`src/logic/adc_readout_pkg.sv`:
```
// Constants and types shared by the converter result readout logic
package adc_readout_pkg;
  // Serial framing
  localparam int CMD_BITS = 8;
  localparam int WORD_BITS = 24;
  localparam logic [4:0] CMD_LAST_BIT = 5'h07;
  localparam logic [4:0] WORD_LAST_BIT = 5'h17;
  localparam logic [7:0] EXIT_BYTE = 8'hff;
  localparam logic [7:0] NULL_BYTE = 8'h00;
  // Command byte fields
  localparam int CMD_TOP_POS = 7;
  localparam int CMD_PTR_LSB = 3;
  localparam logic [2:0] CAL_NONE = 3'h0;
  localparam int CAL_GAIN_POS = 1;
  // Setup table and result store
  localparam int SETUPS = 16;
  localparam int CHANNELS = 4;
  // Result word variant: 1 = 16-bit code plus status byte
  localparam logic RESULT_16BIT = 1'b1;
  // Status byte layout
  localparam int CI_LSB = 0;
  localparam int OF_POS = 2;
  localparam int OD_POS = 3;
  // Saturation limits of the filter output
  localparam logic signed [25:0] BI16_HI = 26'sd32767;
  localparam logic signed [25:0] BI16_LO = -26'sd32768;
  localparam logic signed [25:0] U16_HI = 26'sd65535;
  localparam logic signed [25:0] BI24_HI = 26'sd8388607;
  localparam logic signed [25:0] BI24_LO = -26'sd8388608;
  localparam logic signed [25:0] U24_HI = 26'sd16777215;
  localparam logic signed [25:0] UNI_LO = 26'sd0;
  // Serial port and conversion engine states
  typedef enum logic [1:0] {
    P_CMD = 2'b00,
    P_BUSY = 2'b01,
    P_FLAG = 2'b10,
    P_READ = 2'b11
  } port_state_e;
  typedef enum logic [1:0] {
    E_IDLE = 2'b00,
    E_REQ = 2'b01,
    E_WAIT = 2'b10
  } engine_state_e;
endpackage : adc_readout_pkg

```
`src/logic/serial_link_if.sv`:
```
// Synchronised serial clock edge and data bit between port modules
interface serial_link_if;
  logic sclk_rise;
  logic sdi_bit;
  modport source (output sclk_rise, output sdi_bit);
  modport sink (input sclk_rise, input sdi_bit);
endinterface : serial_link_if

```
`src/logic/serial_link_sync.sv`:
```
// Pin synchroniser and rising edge finder for the serial clock
module serial_link_sync
(
  // Clock and reset
  input wire logic clk_i,
  input wire logic reset_n_i,
  // Serial pins
  input wire logic sclk_i,
  input wire logic sdi_i,
  // Synchronised view
  serial_link_if.source link
);
  logic [2:0] sclk_reg;
  logic [2:0] sclk_next;
  logic [1:0] sdi_reg;
  logic [1:0] sdi_next;

  // Only the second and third stages feed the edge finder
  always_comb
  begin
    sclk_next = {sclk_reg[1:0], sclk_i};
    sdi_next = {sdi_reg[0], sdi_i};
  end

  always_ff @(posedge clk_i or negedge reset_n_i)
  begin
    if (!reset_n_i)
    begin
      sclk_reg <= 3'h0;
      sdi_reg <= 2'h0;
    end
    else
    begin
      sclk_reg <= sclk_next;
      sdi_reg <= sdi_next;
    end
  end

  // SERIAL_DATA_IN is stable at the host's rising edge, so stage two is safe here
  assign link.sclk_rise = sclk_reg[1] & ~sclk_reg[2];
  assign link.sdi_bit = sdi_reg[1];
endmodule : serial_link_sync

```
`src/logic/adc_result_fifo_readout.sv`:
```
// Command decode, setup sequencing and result FIFO readout of the converter
//
// Contract
// - Multi-setup pass converts depth plus one setups
// - Data output falls when the set is done
// - Results leave in conversion order, three bytes each
// - Flag byte of ones exits, zeros keeps converting
// - Exit returns to command mode after FIFO drained
// - One offset and gain register per channel
// - Calibration keeps command mode, output falls when done
// - Pointer selects setup unless multi-setup selected
// - One command starts repeats over up to sixteen setups
// - Null command leaves port in command mode
// - FIFO words leave most significant bit first
// - Short variant: code in 23:8, status byte
// - Unipolar codes straight binary, saturating at limits
// - Bipolar codes two's complement, saturating at limits
// - Oscillation flag follows modulator oscillation detection
// - Overrange flag marks inputs beyond the span
// - Channel indicator encodes converted physical channel
// - Wait mode stalls until the set is read
module adc_result_fifo_readout
  import adc_readout_pkg::*;
(
  // Clock and reset
  input wire logic clk_i,
  input wire logic reset_n_i,
  // Serial port pins
  input wire logic sclk_i,
  input wire logic sdi_i,
  output logic serial_data_out_o,
  // Configuration
  input wire logic [3:0] setup_depth_field_i,
  input wire logic multi_setup_select_i,
  input wire logic repeat_loop_select_i,
  input wire logic wait_for_read_select_i,
  input wire logic bipolar_i,
  input wire logic [2*SETUPS-1:0] setup_channel_i,
  // Conversion front end
  output logic conv_req_o,
  output logic [3:0] conv_setup_o,
  output logic [1:0] conv_channel_o,
  input wire logic conv_done_i,
  input wire logic signed [25:0] raw_value_i,
  input wire logic osc_detect_i,
  // Calibration front end
  output logic cal_req_o,
  output logic [2:0] cal_type_o,
  input wire logic cal_done_i,
  input wire logic [23:0] cal_value_i,
  // Correction values and status
  output logic [23:0] chan_offset_o,
  output logic [23:0] chan_gain_o,
  output logic overrange_flag_o,
  output logic oscillation_flag_o
);
  serial_link_if link ();

  serial_link_sync u_sync (
    .clk_i(clk_i),
    .reset_n_i(reset_n_i),
    .sclk_i(sclk_i),
    .sdi_i(sdi_i),
    .link(link)
  );

  // Result store and per-channel calibration registers
  logic [WORD_BITS-1:0] fifo_mem [SETUPS];
  logic [23:0] offset_mem [CHANNELS];
  logic [23:0] gain_mem [CHANNELS];

  port_state_e port_reg, port_next;
  engine_state_e eng_reg, eng_next;
  logic [7:0] rx_reg, rx_next;
  logic [4:0] bit_cnt_reg, bit_cnt_next;
  logic [4:0] word_idx_reg, word_idx_next;
  logic [WORD_BITS-1:0] tx_reg, tx_next;
  logic [3:0] ptr_reg, ptr_next;
  logic exit_reg, exit_next, repeat_reg, repeat_next;
  logic wait_reg, wait_next, ready_reg, ready_next;
  logic cal_low_reg, cal_low_next, cal_busy_reg, cal_busy_next;
  logic cal_req_reg, cal_req_next, sdo_reg, sdo_next;
  logic [2:0] cal_type_reg, cal_type_next;
  logic [1:0] cal_ch_reg, cal_ch_next, ch_reg, ch_next;
  logic [3:0] setup_reg, setup_next, wptr_reg, wptr_next;
  logic [4:0] set_len_reg, set_len_next;
  logic of_reg, of_next, od_reg;
  logic start_conv, set_done, fifo_we;
  logic [7:0] byte_w;
  logic [24:0] clamp_w;
  logic [WORD_BITS-1:0] word_w;

  // Saturate the filter output; bit 24 reports the clamp as overrange
  function automatic logic [24:0] clamp_code(
    input logic signed [25:0] raw, input logic bip);
    logic signed [25:0] hi, lo;
    hi = bip ? (RESULT_16BIT ? BI16_HI : BI24_HI)
             : (RESULT_16BIT ? U16_HI : U24_HI);
    lo = bip ? (RESULT_16BIT ? BI16_LO : BI24_LO) : UNI_LO;
    if (raw > hi)
      clamp_code = {1'b1, hi[23:0]};
    else if (raw < lo)
      clamp_code = {1'b1, lo[23:0]};
    else
      clamp_code = {1'b0, raw[23:0]};
  endfunction : clamp_code

  // Result word packing with the status byte in the short variant
  always_comb
  begin
    clamp_w = clamp_code(raw_value_i, bipolar_i);
    word_w = clamp_w[23:0];
    if (RESULT_16BIT)
    begin
      word_w = {clamp_w[15:0], 8'h00};
      word_w[CI_LSB +: 2] = ch_reg;
      word_w[OF_POS] = clamp_w[24];
      word_w[OD_POS] = osc_detect_i;
    end
  end

  assign byte_w = {rx_reg[6:0], link.sdi_bit};
  assign fifo_we = (eng_reg == E_WAIT) && conv_done_i;

  // Conversion engine walks the setups of one pass
  always_comb
  begin
    eng_next = eng_reg;
    setup_next = setup_reg;
    wptr_next = wptr_reg;
    set_len_next = set_len_reg;
    ch_next = ch_reg;
    of_next = of_reg;
    set_done = 1'b0;
    case (eng_reg)
      E_IDLE:
      begin
        if (start_conv)
        begin
          // Stored order from setup 0, or the command's pointer
          setup_next = multi_setup_select_i ? 4'h0 : ptr_next;
          set_len_next = multi_setup_select_i
            ? {1'b0, setup_depth_field_i} + 5'h01 : 5'h01;
          wptr_next = 4'h0;
          eng_next = E_REQ;
        end
      end
      E_REQ:
      begin
        ch_next = setup_channel_i[2*setup_reg +: 2];
        eng_next = E_WAIT;
      end
      E_WAIT:
      begin
        if (conv_done_i)
        begin
          of_next = clamp_w[24];
          if ({1'b0, wptr_reg} + 5'h01 == set_len_reg)
          begin
            set_done = 1'b1;
            eng_next = E_IDLE;
          end
          else
          begin
            wptr_next = wptr_reg + 4'h1;
            setup_next = setup_reg + 4'h1;
            eng_next = E_REQ;
          end
        end
      end
      default: eng_next = E_IDLE;
    endcase
  end

  always_ff @(posedge clk_i or negedge reset_n_i)
  begin
    if (!reset_n_i)
    begin
      eng_reg <= E_IDLE;
      setup_reg <= 4'h0;
      wptr_reg <= 4'h0;
      set_len_reg <= 5'h01;
      ch_reg <= 2'h0;
      of_reg <= 1'b0;
      od_reg <= 1'b0;
    end
    else
    begin
      eng_reg <= eng_next;
      setup_reg <= setup_next;
      wptr_reg <= wptr_next;
      set_len_reg <= set_len_next;
      ch_reg <= ch_next;
      of_reg <= of_next;
      od_reg <= osc_detect_i;
    end
  end

  // Serial port: command byte, flag byte and result shifting
  always_comb
  begin
    port_next = port_reg;
    rx_next = rx_reg;
    bit_cnt_next = bit_cnt_reg;
    word_idx_next = word_idx_reg;
    tx_next = tx_reg;
    ptr_next = ptr_reg;
    exit_next = exit_reg;
    repeat_next = repeat_reg;
    wait_next = wait_reg;
    cal_busy_next = cal_busy_reg;
    cal_req_next = 1'b0;
    cal_type_next = cal_type_reg;
    cal_ch_next = cal_ch_reg;
    start_conv = 1'b0;
    if (link.sclk_rise && port_reg != P_BUSY)
    begin
      rx_next = byte_w;
      bit_cnt_next = bit_cnt_reg + 5'h01;
    end
    case (port_reg)
      P_CMD:
      begin
        if (link.sclk_rise && bit_cnt_reg == CMD_LAST_BIT)
        begin
          bit_cnt_next = 5'h00;
          // Top bit clear, null byte included, leaves the port idle
          if (byte_w[CMD_TOP_POS] && !cal_busy_reg)
          begin
            ptr_next = byte_w[CMD_PTR_LSB +: 4];
            if (byte_w[2:0] == CAL_NONE)
            begin
              start_conv = 1'b1;
              repeat_next = repeat_loop_select_i;
              wait_next = wait_for_read_select_i;
              port_next = P_BUSY;
            end
            else
            begin
              cal_req_next = 1'b1;
              cal_busy_next = 1'b1;
              cal_type_next = byte_w[2:0];
              cal_ch_next = setup_channel_i[2*ptr_next +: 2];
            end
          end
        end
        if (cal_done_i)
          cal_busy_next = 1'b0;
      end
      P_BUSY:
      begin
        // Port parks here until the engine reports the set done
        if (ready_reg)
        begin
          bit_cnt_next = 5'h00;
          port_next = P_FLAG;
        end
      end
      P_FLAG:
      begin
        if (link.sclk_rise && bit_cnt_reg == CMD_LAST_BIT)
        begin
          exit_next = (byte_w == EXIT_BYTE) || !repeat_reg;
          bit_cnt_next = 5'h00;
          word_idx_next = 5'h00;
          tx_next = fifo_mem[0];
          port_next = P_READ;
          // No-wait mode refills the FIFO while the host reads
          start_conv = repeat_reg && (byte_w != EXIT_BYTE)
                       && !wait_reg;
        end
      end
      P_READ:
      begin
        if (link.sclk_rise)
        begin
          tx_next = {tx_reg[WORD_BITS-2:0], 1'b0};
          if (bit_cnt_reg == WORD_LAST_BIT)
          begin
            bit_cnt_next = 5'h00;
            if (word_idx_reg + 5'h01 == set_len_reg)
            begin
              port_next = exit_reg ? P_CMD : P_BUSY;
              start_conv = !exit_reg && wait_reg;
            end
            else
            begin
              word_idx_next = word_idx_reg + 5'h01;
              tx_next = fifo_mem[word_idx_next[3:0]];
            end
          end
        end
      end
      default: port_next = P_CMD;
    endcase
    // Completion wins over the clear of the same cycle
    ready_next = (ready_reg && !(port_reg == P_BUSY)) || set_done;
    cal_low_next = (cal_low_reg && !(link.sclk_rise && port_reg == P_CMD))
                   || cal_done_i;
    case (port_next)
      P_CMD: sdo_next = !cal_low_next;
      P_FLAG: sdo_next = 1'b0;
      P_READ: sdo_next = tx_next[WORD_BITS-1];
      default: sdo_next = 1'b1;
    endcase
  end

  always_ff @(posedge clk_i or negedge reset_n_i)
  begin
    if (!reset_n_i)
    begin
      port_reg <= P_CMD;
      rx_reg <= 8'h00;
      bit_cnt_reg <= 5'h00;
      word_idx_reg <= 5'h00;
      tx_reg <= 24'h000000;
      ptr_reg <= 4'h0;
      exit_reg <= 1'b1;
      repeat_reg <= 1'b0;
      wait_reg <= 1'b0;
      ready_reg <= 1'b0;
      cal_low_reg <= 1'b0;
      cal_busy_reg <= 1'b0;
      cal_req_reg <= 1'b0;
      cal_type_reg <= 3'h0;
      cal_ch_reg <= 2'h0;
      sdo_reg <= 1'b1;
    end
    else
    begin
      port_reg <= port_next;
      rx_reg <= rx_next;
      bit_cnt_reg <= bit_cnt_next;
      word_idx_reg <= word_idx_next;
      tx_reg <= tx_next;
      ptr_reg <= ptr_next;
      exit_reg <= exit_next;
      repeat_reg <= repeat_next;
      wait_reg <= wait_next;
      ready_reg <= ready_next;
      cal_low_reg <= cal_low_next;
      cal_busy_reg <= cal_busy_next;
      cal_req_reg <= cal_req_next;
      cal_type_reg <= cal_type_next;
      cal_ch_reg <= cal_ch_next;
      sdo_reg <= sdo_next;
    end
  end

  // Storage; a later calibration of a channel replaces the earlier one
  always_ff @(posedge clk_i or negedge reset_n_i)
  begin
    if (!reset_n_i)
    begin
      for (int i = 0; i < SETUPS; i++)
        fifo_mem[i] <= 24'h000000;
      for (int c = 0; c < CHANNELS; c++)
      begin
        offset_mem[c] <= 24'h000000;
        gain_mem[c] <= 24'h000000;
      end
    end
    else
    begin
      if (fifo_we)
        fifo_mem[wptr_reg] <= word_w;
      if (cal_done_i && cal_type_reg[CAL_GAIN_POS])
        gain_mem[cal_ch_reg] <= cal_value_i;
      else if (cal_done_i)
        offset_mem[cal_ch_reg] <= cal_value_i;
    end
  end

  assign serial_data_out_o = sdo_reg;
  assign conv_req_o = (eng_reg == E_REQ);
  assign conv_setup_o = setup_reg;
  assign conv_channel_o = ch_reg;
  assign cal_req_o = cal_req_reg;
  assign cal_type_o = cal_type_reg;
  assign chan_offset_o = offset_mem[ch_reg];
  assign chan_gain_o = gain_mem[ch_reg];
  assign overrange_flag_o = of_reg;
  assign oscillation_flag_o = od_reg;
endmodule : adc_result_fifo_readout

```
`config.mk`:
```
export PLATFORM = sky130hd
export DESIGN_NAME = adc_result_fifo_readout
export DESIGN_NICKNAME = d
export VERILOG_FILES = /design/src/logic/adc_readout_pkg.sv /design/src/logic/serial_link_if.sv /design/src/logic/serial_link_sync.sv /design/src/logic/adc_result_fifo_readout.sv
export SDC_FILE = /design/constraint.sdc
export NUM_CORES = 1
export LEC_CHECK = 0
export BUFFER_PORTS_ARGS = -buffer_cell sky130_fd_sc_hd__buf_2
export CORE_UTILIZATION = 45
export CTS_BUF_LIST = sky130_fd_sc_hd__clkbuf_2
export DETAILED_ROUTE_END_ITERATION = 16
export SLEW_MARGIN = 20
export SYNTH_ARGS = -nofsm -noshare
export SYNTH_HDL_FRONTEND = slang
export SYNTH_HIERARCHICAL = 1
export SYNTH_SLANG_ARGS = --single-unit
```
`constraint.sdc`:
```
create_clock -name clk_i -period 3.3 [get_ports clk_i]
set_input_delay 0.165 -clock clk_i [delete_from_list [all_inputs] [get_ports clk_i]]
set_output_delay 0.165 -clock clk_i [all_outputs]
set_load 0.05 [all_outputs]
```
After elaboration in Yosys (flattened, before gate mapping)

Index checks and enable logic that the tools add are counted.

Word-level logic and storage cells: 222
Register bits: 660
Output and inout bits: 62

Reduce and logical (&&, ||, !) cells: 43
Bitwise logic cells: 8
Magnitude comparators: 8
Muxes and demuxes: 83
Equality and inequality tests: 22
Shift operators: 2
$add $sub $neg: 6

Operators with widths:

| cell                  | number |
|---|---|
| $bwmux W384           | 1 |
| $mux W24              | 12 |
| $bwmux W96            | 2 |
| $bmux W24 S2          | 2 |
| $bmux W24 S4          | 1 |
| $demux W24 S4         | 1 |
| $shiftx A32 B6 Y2     | 2 |
| $mux W25              | 2 |
| $mux W5               | 10 |
| $demux W24 S2         | 1 |
| $pmux W24 S2          | 1 |
| $mux W4               | 10 |
| $gt A26 B17 Y1        | 1 |
| $lt A26 B26 Y1        | 1 |
| $mux W26              | 1 |
| $mux W1               | 20 |
| $mux W2               | 10 |
| $mux W16              | 1 |
| $ne A2 B2 Y1 const B  | 8 |
| $pmux W4 S2           | 2 |
| $reduce_and A4 Y1     | 4 |
| $pmux W5 S3           | 1 |
| $logic_and A1 B1 Y1   | 13 |
| $add A4 B1 Y5 const B | 2 |
| 31 further kinds      | 63 |

Depth between registers and ports, before layout

Gate-level depths: netlist of run 1.

Word-level depth: 10
Gate-level depth with buffers: 10
Gate-level depth less buffers: 8

Cells and area by module

Netlist of run 1, hierarchy kept.

Modules (own cells, without submodules):

| module                  | times used | sequential area each (um^2) | area each (um^2) | cells each |
|---|---|---|---|---|
| adc_result_fifo_readout | 1          | 14792.9                     | 27362.5          | 2091 |
| serial_link_sync        | 1          | 125.1                       | 138.9            | 6 |

Least setup slack after synthesis of run 1

Ideal clock, no wire load.

Path type: register to register
Start point: reg word_idx_reg[0]
End point: reg tx_reg[21]
Data required time: 3.176 ns
Path buffers: 3
Arrival: 2.474 ns
Stages on the path, launching flop included: 9
Path slack: 0.702 ns
Path through: dfrtp_1 ha_1 clkbuf_1 clkbuf_1 buf_2 mux4_2 mux4_2 a21oi_1 o21ai_1

Longest elaborated chain between the ends: 9

RTL lines:

| what                                         | line                                                           | RTL |
|---|---|---|
| start: declaration                           | adc_result_fifo_readout.sv:76                                  | `logic [4:0] word_idx_reg, word_idx_next;` |
| start signal: assignment                     | adc_result_fifo_readout.sv:334                                 | `word_idx_reg <= word_idx_next;` |
| $add A5 B1 Y5 (*)                            | adc_result_fifo_readout.sv:281, adc_result_fifo_readout.sv:288 |  |
| $not A4 Y5 (not written as such)             | adc_result_fifo_readout.sv:289                                 | `tx_next = fifo_mem[word_idx_next[3:0]];` |
| $bmux W24 S4                                 | adc_result_fifo_readout.sv:289                                 |  |
| $mux W24 (not written as such) (2 in series) | adc_result_fifo_readout.sv:289                                 |  |
| $mux W24 (*)                                 | adc_result_fifo_readout.sv:281                                 | `if (word_idx_reg + 5'h01 == set_len_reg)` |
| $mux W24 (*)                                 | adc_result_fifo_readout.sv:278                                 | `if (bit_cnt_reg == WORD_LAST_BIT)` |
| $mux W24 (*)                                 | adc_result_fifo_readout.sv:275                                 | `if (link.sclk_rise)` |
| $pmux W24 S2 (*)                             | adc_result_fifo_readout.sv:221                                 | `case (port_reg)` |
| end signal: assignment                       | adc_result_fifo_readout.sv:335                                 | `tx_reg <= tx_next;` |
| end: declaration                             | adc_result_fifo_readout.sv:77                                  | `logic [WORD_BITS-1:0] tx_reg, tx_next;` |

Mark *: on every way between the ends. The rest lies on a longest branch, timed or not. The select of a mux whose other input is x is not followed.
A chain may end at the register's enable or synchronous reset.

Final worst setup path of run 1

Start point: in bipolar_i
End point: reg fifo_mem[383] in the netlist's numbering

Longest elaborated chain between the ends: 5

RTL lines:

| what                           | line                           | RTL |
|---|---|---|
| start: declaration             | adc_result_fifo_readout.sv:37  | `input wire logic bipolar_i,` |
| $mux W26                       | adc_result_fifo_readout.sv:99  | `lo = bip ? (RESULT_16BIT ? BI16_LO : BI24_LO) : UNI_LO;` |
| $lt A26 B26 Y1                 | adc_result_fifo_readout.sv:102 | `else if (raw < lo)` |
| $mux W25                       | adc_result_fifo_readout.sv:102 |  |
| $mux W25 (*)                   | adc_result_fifo_readout.sv:100 | `if (raw > hi)` |
| $bwmux W384 (*)                | adc_result_fifo_readout.sv:366 | `fifo_mem[wptr_reg] <= word_w;` |
| end signal: indexed assignment | adc_result_fifo_readout.sv:366 |  |
| end: declaration               | adc_result_fifo_readout.sv:68  | `logic [WORD_BITS-1:0] fifo_mem [SETUPS];` |

Mark *: on every way between the ends. The rest lies on a longest branch, timed or not.

==> results.md, run 1 <==
* Status: completed
* CTS tree: built
* Async SR Flop Fraction at 100%
* Setup violators final at 0
* Longest Clk Path Bufs at 3
* Placer Congestion at ~0.8
* Peak supply drop at around 0.36 mV
* Wirelength per Cell at ~21 um
* Post-Syn Nets at about 2200
* Final core occ at 54.2%
* Rel. slew slack at about a quarter
* CTS Buf Count at about 160
* Worst R2R Start: rx_reg[2]
* Setup_tns at 0 ns
* Crit path max fanout at 6
* Initial antenna violation count at 3
* Worst min-delay path category: input port to flop
* Area of the core at 0.0604 mm2
* Setup Skew at between 0.1 and 0.15 ns
* Skew-Pair Late Insertion Delay at approximately 1.4 ns
* List of most frequent post-synthesis cells: dfrtp_1 (593), nor2_1 (275), a21oi_1 (272)
* I/O Buffers at approximately 160
* Detailed Route Iter0 Violations at 1016
* Cell breakdown of the critical path: dlygate4sd3_1 -> clkbuf_4 -> clkinvlp_4 -> ha_1 -> nand2_1 -> dlygate4sd3_1 -> o211a_1 -> dlygate4sd3_1 -> nand2_1 -> mux2i_2 -> o31ai_4 -> dlygate4sd3_1 -> buf_6 -> o21ai_1 -> dlygate4sd3_1
* Post-DP HPWL at 42300 um
* Crit end category: flop
* Max-cap violations at 0
* First-pass GRT wire length at 113000 um
* Max stage delay cell, worst path: dlygate4sd3_1
* Synthesized area per cell at about 13 um2
* Num rows at 90
* EDFF count, synth at 0
* DP Worst Slack at between 0.2 and 0.3 ns
* Lkg Pwr at about 0.016 uW
* Crit path top cell by count: dlygate4sd3_1
* Largest register FFs at 320
* Via density at ~5.5
* Fin. max-slew vios at 0
* Crit path from: bipolar_i
* Crit path largest cell delay at 0.60 ns
* Seq/Total Area, Yosys at around 54%
* H-tree levels at 4
* Top cells by area, synth: dfrtp_1 (54%), mux4_2 (11%), mux2_2 (10%)
* Design Area, Final at around 0.033 mm2
* Synth top area share at between 50% and 60%
* Final hold vios at 0
* Initial Util at 45.6%
* Overall routing resource usage at about a quarter
* CP Data Arrival Time at 4.55 ns
* Total gr overflow at 0
* CTS root buffer: clkbuf_2
* Final Cycle Share at a little over nine tenths
* Worst EP required at roughly 4.6 ns
* Critical path class: input port to flop
* Layout area overhead at 18.9%
* Dominant synthesized flop cell: dfrtp_1
* Fillers at 5145
* DIE AREA at roughly 0.062 mm2
* Vias in the first global route at roughly 20000
* Fmax at roughly 310 MHz
* Top-count cell post-synth: dfrtp_1
* CP Launch Type: input port
* Worst-Margin Slew at ~1.1 ns
* Layout cells sized above 1 at a little over a third
* Yosys warns at 6
* Yosys cell types at 81
* Die Span Y at 249 um
* PwrDens at ~600 mW/mm2
* Routed Antenna Nets at 0
* Drt total wl at 71100 um
* Reg with most FFs: fifo_mem
* Largest net degree at the start of global routing at 88
* RSZ-0062 raised after global routing: false
* Worst reg-to-reg setup slack at 0.30 ns
* Syn Inst Count at 2097
* Period minus WS final at between 3 and 4 ns
* Cell family with most CP delay: buffers and inverters
* Post-synth top area cell: dfrtp_1
* Cell area after synthesis at 0.0275 mm2
* CTS clock-pin slew for the worst setup and hold paths at roughly 0.11 ns
* CTS Sinks at around 600
* DR DRC count at 0
* Placed Area at roughly 0.029 mm2
* Largest registers: fifo_mem x320, gain_mem x96, offset_mem x96
* CP Buf/Inv Count at 8
* Vias post-DR at roughly 19000
* Die W at 249 um
* Critical hold path startpoint: raw_value_i[16]
* Final net count at around 2600
* Register bit total from synthesis at roughly 600
* Fin worst setup slack at around 0.037 ns
* IO Count at approximately 160
* DRT Pass-1 Iters at 6
[repair_timing]
| item | CTS | global route |
|---|---|---|
| gates resized for setup | 0 | 5 |
| buffers inserted | 4 | 6 |
| hold buffers | 193 | 1 |
| hold endpoints to repair | 1136 | 73 |
| setup endpoints to repair | 36 | 1 |
[layout make-up]
cell class | instances | area [um2] | share of cell area [%]
well taps | 782 | 978 | 2.99
flip-flops and latches | 596 | 14900 | 45.6
repair buffers | 430 | 3510 | 10.7
clock inverters | 45 | 313 | 0.956
clock buffers | 228 | 1140 | 3.49
diodes | 8 | 20.0 | 0.0612
inverters | 13 | 52.6 | 0.161
multi-input cells | 1323 | 11800 | 36.0
[placed cells by master (no fill, tap or decap), types with 11 or more instances in the layout]
master / Yosys / layout
dfrtp_1: 593 / 590
ha_1: 20 / 19
buf_2: 85 / 156
buf_12: 0 / 11
clkinv_1: 0 / 26
nor2_1: 275 / 273
and2_1: 17 / 17
mux2_2: 248 / 248
inv_1: 12 / 11
a21oi_1: 272 / 272
dlygate4sd3_1: 0 / 192
nand2_1: 97 / 97
a22o_1: 25 / 25
o21ai_0: 23 / 23
mux4_2: 135 / 135
mux4_1: 32 / 32
buf_4: 11 / 66
o21ai_1: 13 / 13
clkbuf_2: 0 / 228
a221o_1: 17 / 17
[path summary, 6_finish.rpt]
path | endpoint | depth (start not counted)
max | fifo_mem[383] | 15
min | fifo_mem[376] | 6
max reg2reg | cal_ch_reg[0] | 7
min reg2reg | u_sync/sclk_reg[2] | 0
max in group asynchronous | gain_mem[26] | 6
min in group asynchronous | offset_mem[89] | 5
[routing by layer]
metal	track usage (%)	share of wire, %	vias up
li1	-	-	8600
met1	31.0	44	9734
met2	38.9	50	491
met3	4.23	3.9	127
met4	8.82	2.4	0
met5	0	0	-
[worst min-delay path, stage by stage]
cell and delay (ns):
buf_2 0.09, or4_1 0.13, nor3_2 0.06, a31oi_4 0.53
a21oi_4 0.19, a21oi_1 0.15
[kinds of logic after synthesis]
| group | after synthesis | synth area share, % |
|---|---|---|
| flip-flops | 596 | 54.2 |
| AO/OA/AOI/OAI | 404 | 9.14 |
| XOR/XNOR | 19 | 0.632 |
| adder cells (fa/ha/maj) | 20 | 0.910 |
| buffers and inverters | 178 | 3.25 |
| multiplexers | 421 | 24.5 |
| AND/OR/NAND/NOR | 459 | 7.33 |
[where the power goes]
group	total (uW)	switching, uW	leakage [uW]	internal [uW]
clock	5320	3080	0.00112	2240
combinational	5110	2810	0.00636	2300
sequential	9280	815	0.00802	8460
total	19700	6710	0.0155	13000
[metrics by stage]
step,power (uW),hold slack [ns],std cells
after global placement,14000,0.218,2940
after CTS,19900,0.0328,3411
after detailed placement,14200,0.227,2941
after global routing,20800,0.0519,3425
after floorplan,12800,-0.131,2097
final,19700,0.0238,3425
(Power assumes the default switching activity.)
==> inputs of run 2 (changes only) <==
clock period = 3.4 ns   (was 3.3 ns; I/O delays follow)
==> run 2 against run 1 <==
Against the previous run:
- core utilization fell by 0.85 points
- clock skew shrank 0.037 ns
- routed wire length shrank 2.7%
- critical endpoint is now chan_gain_o[6]
- global-route usage is 0.40 points lower
- critical path type is now flop to output pin
- first-iteration DRC count rose by 18%
- sequential share of layout area increased by 0.73 points
- via count fell by 1.4%
- worst setup slack improved by 0.16 ns
==> results.md, run 2 (same netlist as run 1, synthesis figures left out) <==
* Status: completed
* RSZ-0062 raised after global routing: false
* Area of the core at 0.0604 mm2 (unchanged)
* Reg with most FFs: fifo_mem
* Die Span Y at 249 um (unchanged)
* IO Count at 159 (unchanged)
* Total gr overflow at 0 (unchanged)
* Peak supply drop at 0.291 mV (-19%)
* CP Data Arrival Time at 3.03 ns (-1.52 ns)
* Vias in the first global route at 19600 (-2.0%)
* Post-DP HPWL at 41900 um (-1.0%)
* Overall routing resource usage at 23.1% (-0.40 points)
* Layout area overhead at 17.1%
* PwrDens at 588 mW/mm2 (-2.4%)
* Crit end category: output pin
* Rel. slew slack at 38.5% (+13 points)
* Critical path class: flop to output pin
* Final net count at 2580 (-2.2%)
* Worst-Margin Slew at 0.923 ns (-0.198 ns)
* Placer Congestion at 0.783 (-1.9%)
* Fin. max-slew vios at 0 (unchanged)
* Final hold vios at 0 (unchanged)
* CTS Sinks at 596 (unchanged)
* Initial antenna violation count at 3 (unchanged)
* Largest registers: fifo_mem x320, gain_mem x96, offset_mem x96
* CTS clock-pin slew for the worst setup and hold paths at 0.09 ns (-0.02 ns)
* Setup_tns at 0 ns (unchanged)
* Lkg Pwr at 0.0152 uW (-1.7%)
* Skew-Pair Late Insertion Delay at 1.30 ns (-0.06 ns)
* Drt total wl at 69200 um (-2.7%)
* Num rows at 90 (unchanged)
* Detailed Route Iter0 Violations at 1203 (+18%)
* DRT Pass-1 Iters at 5 (-1)
* CTS Buf Count at 155 (-1.9%)
* Design Area, Final at 0.0322 mm2 (-1.6%)
* DR DRC count at 0 (unchanged)
* Final Cycle Share at between 90% and 100%
* Worst EP required at 3.23 ns (-1.36 ns)
* Largest net degree at the start of global routing at 93 (+5.7%)
* DIE AREA at 0.0621 mm2 (unchanged)
* I/O Buffers at 158 (unchanged)
* Wirelength per Cell at 20.6 um (-0.76%)
* Crit path max fanout at 44 (+38)
* Via density at 5.57 (+0.60%)
* CTS tree: built
* Vias post-DR at 18700 (-1.4%)
* Longest Clk Path Bufs at 3 (unchanged)
* Worst min-delay path category: input port to asynchronous set/reset pin
* First-pass GRT wire length at 111000 um (-1.7%)
* CP Launch Type: flop
* CTS root buffer: clkbuf_2
* Placed Area at 0.0292 mm2 (about the same)
* Max-cap violations at 0 (unchanged)
* Most frequent cells in the layout: dfrtp_1 (589), nor2_1 (273), a21oi_1 (272)
* Initial Util at 45.6% (unchanged)
* Fmax at ~310 MHz
* Setup Skew at 0.0635 ns (-0.0372 ns)
* Setup violators final at 0 (unchanged)
* H-tree levels at 4 (unchanged)
* Largest register FFs at 320 (unchanged)
* Layout cells sized above 1 at 35.2% (+0.24 points)
* Period minus WS final at ~3.2 ns
* Commonest non-fill, non-tap cell in the layout: dfrtp_1
* Die W at 249 um (unchanged)
* Routed Antenna Nets at 0 (unchanged)
-- run 2: cell types whose count changed in the layout (fill, tap and decap cells not counted), sizes merged --
| cell | previous run | this run |
|---|---|---|
| clkbuf | 229 | 231 |
| diode | 8 | 6 |
| clkinv | 33 | 19 |
| buf | 237 | 222 |
| inv | 19 | 18 |
| dlygate4sd3 | 192 | 152 |
| clkinvlp | 1 | 3 |
-- run 2: area by class of cell --
class / instances / area [um2]
timing repair buffer: 374 / 3040
inverter: 13 / 48.8
sequential: 596 / 14900
clock buffer: 231 / 1160
tap: 782 / 978
clock inverter: 32 / 267
multi-input combinational: 1323 / 11800
fill: 5216 / 28200
antenna: 6 / 15.0
-- run 2: what timing repair did --
| item | 4_1_cts | 5_1_grt |
|---|---|---|
| hold buffers | 153 | 1 |
| hold endpoints to repair | 1137 | 16 |
| gates cloned | 0 | 0 |
| gates resized for setup | 0 | 1 |
| endpoints found under the setup margin | 31 | 3 |
| setup buffers | 2 | 0 |
-- run 2: worst max-delay path, stage by stage, from the launching register on --
cell,delay [ns]
dfrtp_2,0.79
buf_12,0.34
mux4_2,0.38
buf_2,0.23
-- run 2: routing by layer --
metal  vias to the layer above  routed length (um)  GRT usage, %
met2                       558               33100          36.4
met4                         0                1440          8.78
li1                       8491                   -             -
met3                       106                4000          5.37
met5                         -                   0             0
met1                      9533               30600          31.3
-- run 2: worst paths after layout --
path	start	cells past startpoint	to	slack, ns
worst max-delay path	conv_channel_o[1]	3	chan_gain_o[6]	0.20
worst min-delay path	reset_n_i	4	offset_mem[89]	0.12
worst max register to register	conv_setup_o[0]	5	conv_channel_o[1]	0.22
worst min register to register	u_sync/sdi_reg[0]	0	u_sync/sdi_reg[1]	0.35
max in group asynchronous	reset_n_i	6	serial_data_out_o	2.22
min in group clk_i	setup_channel_i[30]	5	conv_channel_o[0]	0.17
-- run 2: report_power, final --
part / internal, uW / total (uW) / switching [uW]
combinational: 2170 / 4800 / 2640
sequential: 8210 / 9020 / 811
clock: 2170 / 5090 / 2920
total: 12600 / 18900 / 6370
-- run 2: metrics by stage --
stage          total power, uW  hold WS [ns]  util, %  std cells  worst slack, ns
2_1_floorplan            12400        -0.126        -       2097            0.802
3_3_place_gp             13600         0.225     48.3       2933            0.571
3_5_place_dp             13700         0.235     48.3       2933            0.495
4_1_cts                  19200      0.000467     53.3       3351          0.00637
5_1_grt                  20000        0.0953     53.3       3355           0.0281
6_report                 18900         0.122     53.3       3357            0.197
